## config.mk

```make
export PLATFORM = sky130hd
export DESIGN_NAME = power_control_latch
export DESIGN_NICKNAME = d
export VERILOG_FILES = /design/src/verilog/power_control_latch.v
export VERILOG_INCLUDE_DIRS = /design/src /design/src/include
export SDC_FILE = /design/constraint.sdc
export NUM_CORES = 1
export LEC_CHECK = 0
export ABC_AREA = 1
export ABC_CLOCK_PERIOD_IN_PS = 1700
export BUFFER_PORTS_ARGS = -buffer_cell sky130_fd_sc_hd__buf_4
export CORE_UTILIZATION = 35
export DETAILED_ROUTE_END_ITERATION = 6
export PLACE_DENSITY_LB_ADDON = 0.15
export SYNTH_ARGS = -nofsm -noshare
export SYNTH_HDL_FRONTEND = slang
export SYNTH_SLANG_ARGS = --single-unit
```

## constraint.sdc

```tcl
create_clock -name clock -period 1.7 [get_ports clock]
set_clock_uncertainty 0.2 [all_clocks]
set_input_delay 0.34 -clock clock [delete_from_list [all_inputs] [get_ports clock]]
set_output_delay 0.34 -clock clock [all_outputs]
set_load 0.02 [all_outputs]
```

## src/include/power_control_defs.vh

```
`ifndef POWER_CONTROL_DEFS_VH
`define POWER_CONTROL_DEFS_VH

// Registers are reached by index; the byte address is four times the index.
`define IDX_LEVEL_POWER_CONTROL 8'h40
`define IDX_LATCHED_POWER_CONTROL 8'h41
`define ADDR_LEVEL_POWER_CONTROL 10'h100
`define ADDR_LATCHED_POWER_CONTROL 10'h104
`define ADDR_WIDTH 10

// Field positions in the level register.
`define LEVEL_CTL_BIT 0
`define LEVEL_STATE_BIT 1

// Reset values.
`define LEVEL_CTL_RESET 1'b0
`define LATCHED_RESET 8'h00

// AXI responses.
`define RESP_OKAY 2'b00
`define RESP_SLVERR 2'b10

`endif

```

## src/verilog/power_control_latch.v

```verilog
// Our own choice: the AXI4-Lite interface to the registers.
`timescale 1ns/1ps
`default_nettype none
`include "power_control_defs.vh"

// What this block does
// - Eight programmable latched power-control output lines.
// - During reset lines are inputs; levels captured on first clock after release.
// - Latch-level output low during reset.
// - Latched_power_control read returns captured/programmed value.
// - Latched_power_control write drives power-control lines.
// - Level output follows level_power_control bit D0.
// - Level_power_control bit D1 reports level output.
module power_control_latch (
	input wire clock,
	input wire sys_rst,
	input wire [`ADDR_WIDTH-1:0] s_axi_awaddr,
	input wire s_axi_awvalid,
	output wire s_axi_awready,
	input wire [31:0] s_axi_wdata,
	input wire [3:0] s_axi_wstrb,
	input wire s_axi_wvalid,
	output wire s_axi_wready,
	output reg [1:0] s_axi_bresp,
	output reg s_axi_bvalid,
	input wire s_axi_bready,
	input wire [`ADDR_WIDTH-1:0] s_axi_araddr,
	input wire s_axi_arvalid,
	output wire s_axi_arready,
	output reg [31:0] s_axi_rdata,
	output reg [1:0] s_axi_rresp,
	output reg s_axi_rvalid,
	input wire s_axi_rready,
	input wire [7:0] power_ctl_lines_in,
	output reg [7:0] power_ctl_lines_out,
	output reg [7:0] power_ctl_lines_oe_n,
	output reg latch_level_ctl
);

	reg [7:0] latched_value;
	reg level_ctl;
	reg capture_pending;
	reg aw_held;
	reg w_held;
	reg [`ADDR_WIDTH-1:0] aw_addr;
	reg [31:0] w_data;
	reg [3:0] w_strb;
	wire do_write;
	wire do_read;
	localparam [`ADDR_WIDTH-1:0] lat_addr = `ADDR_LATCHED_POWER_CONTROL;
	localparam [`ADDR_WIDTH-1:0] lvl_addr = `ADDR_LEVEL_POWER_CONTROL;

	assign s_axi_awready = !aw_held && !s_axi_bvalid;
	assign s_axi_wready = !w_held && !s_axi_bvalid;
	assign s_axi_arready = !s_axi_rvalid;
	assign do_write = aw_held && w_held && !s_axi_bvalid;
	assign do_read = s_axi_arvalid && !s_axi_rvalid;

	// Lines float as inputs through reset; the first clock after release snapshots the
	// strapped defaults, since an async reset may only load constants.
	always @(posedge clock or posedge sys_rst) begin
		if (sys_rst) begin
			capture_pending <= 1'b1;
			latched_value <= `LATCHED_RESET;
			level_ctl <= `LEVEL_CTL_RESET;
			aw_held <= 1'b0;
			w_held <= 1'b0;
			aw_addr <= {`ADDR_WIDTH{1'b0}};
			w_data <= 32'h00000000;
			w_strb <= 4'h0;
			s_axi_bvalid <= 1'b0;
			s_axi_bresp <= `RESP_OKAY;
		end else begin
			capture_pending <= 1'b0;
			if (s_axi_awvalid && s_axi_awready) begin
				aw_held <= 1'b1;
				aw_addr <= s_axi_awaddr;
			end
			if (s_axi_wvalid && s_axi_wready) begin
				w_held <= 1'b1;
				w_data <= s_axi_wdata;
				w_strb <= s_axi_wstrb;
			end
			if (capture_pending) begin
				latched_value <= power_ctl_lines_in;
			end
			if (do_write) begin
				aw_held <= 1'b0;
				w_held <= 1'b0;
				s_axi_bvalid <= 1'b1;
				s_axi_bresp <= `RESP_OKAY;
				if (aw_addr[`ADDR_WIDTH-1:2] == lat_addr[`ADDR_WIDTH-1:2]) begin
					if (w_strb[0] && !capture_pending)
						latched_value <= w_data[7:0];
				end else if (aw_addr[`ADDR_WIDTH-1:2] == lvl_addr[`ADDR_WIDTH-1:2]) begin
					if (w_strb[0])
						level_ctl <= w_data[`LEVEL_CTL_BIT];
				end else begin
					s_axi_bresp <= `RESP_SLVERR;
				end
			end else if (s_axi_bvalid && s_axi_bready) begin
				s_axi_bvalid <= 1'b0;
			end
		end
	end

	always @(posedge clock or posedge sys_rst) begin
		if (sys_rst) begin
			s_axi_rvalid <= 1'b0;
			s_axi_rdata <= 32'h00000000;
			s_axi_rresp <= `RESP_OKAY;
		end else if (do_read) begin
			s_axi_rvalid <= 1'b1;
			s_axi_rresp <= `RESP_OKAY;
			if (s_axi_araddr[`ADDR_WIDTH-1:2] == lat_addr[`ADDR_WIDTH-1:2]) begin
				s_axi_rdata <= {24'h000000, latched_value};
			end else if (s_axi_araddr[`ADDR_WIDTH-1:2] == lvl_addr[`ADDR_WIDTH-1:2]) begin
				s_axi_rdata <= {30'h00000000, latch_level_ctl, level_ctl};
			end else begin
				s_axi_rdata <= 32'h00000000;
				s_axi_rresp <= `RESP_SLVERR;
			end
		end else if (s_axi_rvalid && s_axi_rready) begin
			s_axi_rvalid <= 1'b0;
		end
	end

	// The external latch holds while the level output is high and is transparent while it is low, so software
	// that has set D0 must load the value first and clear D0 afterwards to pass it through.
	always @(posedge clock or posedge sys_rst) begin
		if (sys_rst) begin
			power_ctl_lines_out <= 8'h00;
			power_ctl_lines_oe_n <= 8'hff;
			latch_level_ctl <= 1'b0;
		end else begin
			power_ctl_lines_out <= latched_value;
			power_ctl_lines_oe_n <= capture_pending ? 8'hff : 8'h00;
			latch_level_ctl <= level_ctl;
		end
	end

endmodule // power_control_latch
`default_nettype wire

```

==> out/metrics.yaml <==
min_period_ns: 1.61
start_util: 0.370
end_kind: "output port"
dp_hpwl_um: 3230
hold_violations: 0
async_flop_share: 1.00
gp_congestion: 0.707
max_freq_ghz: 0.623
drt-initial-drc-count: 69
r2r_cells: 3
drtAntennaViolNets: 0
drt_wl_total_um: 4290
synth-edff-count: 0
syn_inst: 247
tns_ns: 0
worstPathArrival_ns: 1.07
final_cell_mix: "nand2_1 (78), buf_4 (75), dfrtp_1 (49)"
core_mm2: 0.00649
die_w_um: 84.9
yosysTopAreaCellShare: 0.510
fin_util: 0.470
power.leakage_nw: 1.66
synth_area_leaders: "dfrtp_1 (51%), nand2_1 (12%), buf_4 (10%), mux2_4 (6.9%), nand3_1 (3.3%)"
root_buffer: "clkbuf_8"
die_area_mm2: 0.00720
clock_path_buffers: 2
area_growth_pct: 27.1
synth_cell_types: 23
htree_levels: 2
viasPerCell: 4.21
grt_max_degree: 32
cts_tree: "built"
seq_area_frac_synth: 0.532
cts.sinks: 51
antenna_found_initial: 0
gr-total-overflow: 0
cap_violations: 0
wl_per_cell_um: 10.7
fin_crit_sh: 0.945
drc: 9
grt_pass1_vias: 1543
netlist_area_mm2: 0.00240
die_h_um: 84.9
path_delay_family: "flip-flops"
ir_worst_vdd_v: 0.000747
syn_area_per_cell_um2: 9.73
rsz0062_at_grt: "false"
drive_gt1_frac: 0.348
cp.required_ns: 1.16
synthFlopType: "dfrtp_1"
failed_checks: "design-rule violations"
power-per-cell-area_mw_per_mm2: 1180
io_pins: 129
nNetsFinal: 395
numPortBuffers: 71
yosys.area.top_type: "dfrtp_1"
layout_commonest_cell: "nand2_1"
crit_path_top_delay_cell: "dfstp_2"
hp-class: "in -> reg"
slew_viol_final: 0
cp_cell_sequence: "buf_4"
clk_latency_ns: 0.31
ys_warn_count: 0
vias: 1694
row_count: 29
cp-start-kind: "flop"
first_pass_iters: 7
antennaDiodeCount: 0
clk_pin_slew_ns: 0.09
ys_ff_latch: 51
critPathKind: "reg -> out"
setup_viol: 0
holdPathStages: 2
crit_buf_inv: 1
grt_pass1_wl_um: 7400
max_stage_delay_ns: 0.60
track_usage: 0.130
cp_num_cells: 1
status: "complete, but fails checks"
cts_inserted_buffers: 5
cts_resized: 0
critPathMaxFanout: 8
==> Yosys cell counts (2+ instances only) <==
library cell / n
a21oi_1: 4
buf_4: 33
buf_6: 2
dfrtp_1: 49
dfstp_2: 2
inv_1: 13
inv_2: 4
mux2_1: 3
mux2_4: 11
nand2_1: 78
nand3_1: 16
nor2_1: 10
nor2_2: 5
o21ai_0: 2
o21ai_1: 7
==> path summary, 6_finish.rpt <==
kind	from	slack, ns	to
hold reg to reg	latched_value[6]$_DFF_PP0_	0.21	power_ctl_lines_out[6]$_DFF_PP0_
setup / recovery	power_ctl_lines_oe_n[6]$_DFF_PP1_	0.09	power_ctl_lines_oe_n[4]
setup reg to reg	aw_held$_DFFE_PP0P_	0.24	aw_addr[7]$_DFFE_PP0P_
max in group asynchronous	sys_rst	0.59	capture_pending$_DFF_PP1_
hold / removal	s_axi_awaddr[6]	0.04	aw_addr[6]$_DFFE_PP0P_
min in group asynchronous	sys_rst	0.44	aw_addr[3]$_DFFE_PP0P_
==> power by group <==
group | switching, W | internal, W | total (W)
Combinational | 0.000549 | 0.000599 | 0.00115
Sequential | 0.000210 | 0.00152 | 0.00173
Clock | 0.000422 | 0.000303 | 0.000725
Total | 0.00118 | 0.00242 | 0.00360
==> cell type report <==
| type | count | area (um2) |
|---|---|---|
| fill | 640 | 3440 |
| sequential | 51 | 1280 |
| multi-input combinational | 168 | 866 |
| timing repair buffer | 80 | 633 |
| tap | 77 | 96.3 |
| inverter | 18 | 85.1 |
| clock buffer | 5 | 68.8 |
| clock inverter | 3 | 26.3 |
==> registers in the layout, indices dropped and copies added, names as in the netlist <==
name                  cells
aw_held                   1
s_axi_rresp               1
latch_level_ctl           1
w_held                    1
power_ctl_lines_out       8
power_ctl_lines_oe_n      1
level_ctl                 1
capture_pending           1
s_axi_rdata               8
w_strb                    1
s_axi_bresp               1
s_axi_rvalid              1
latched_value             8
w_data                    8
s_axi_bvalid              1
aw_addr                   8
==> routing by layer <==
metal / vias up / track usage / share of wire
li1: 866 / - / -
met1: 760 / 0.177 / 0.46
met2: 64 / 0.202 / 0.47
met3: 4 / 0.0389 / 0.065
met4: 0 / 0.0416 / 0.0089
met5: - / 0 / 0
==> through the flow <==
stage          instance area [um2]  hold WS [ns]  total power [W]  setup WS (ns)  cells
6_report                      3050        0.0405          0.00360         0.0939    402
5_1_grt                       3050        0.0299          0.00387         0.0369    402
4_1_cts                       3050        0.0289          0.00367         0.0750    402
3_5_place_dp                  2930         0.191          0.00291          0.215    391
3_3_place_gp                  2930         0.186          0.00289          0.236    391
2_1_floorplan                 2500         0.154          0.00262         0.0641    273
==> cell families after synthesis <==
kind of cell    count (synthesis)  synth area share
simple gates                  114             0.208
buf+inv                        54             0.148
flops                          51             0.532
mux                            14            0.0828
compound gates                 13            0.0271
other cells                     1           0.00156
==> what timing repair did <==
item | in CTS | in global routing
setup buffers | 0 | 0
hold buffers | 3 | 0
hold endpoints to repair | 52 | 0
No activity file was read; power rests on OpenSTA's default activity.
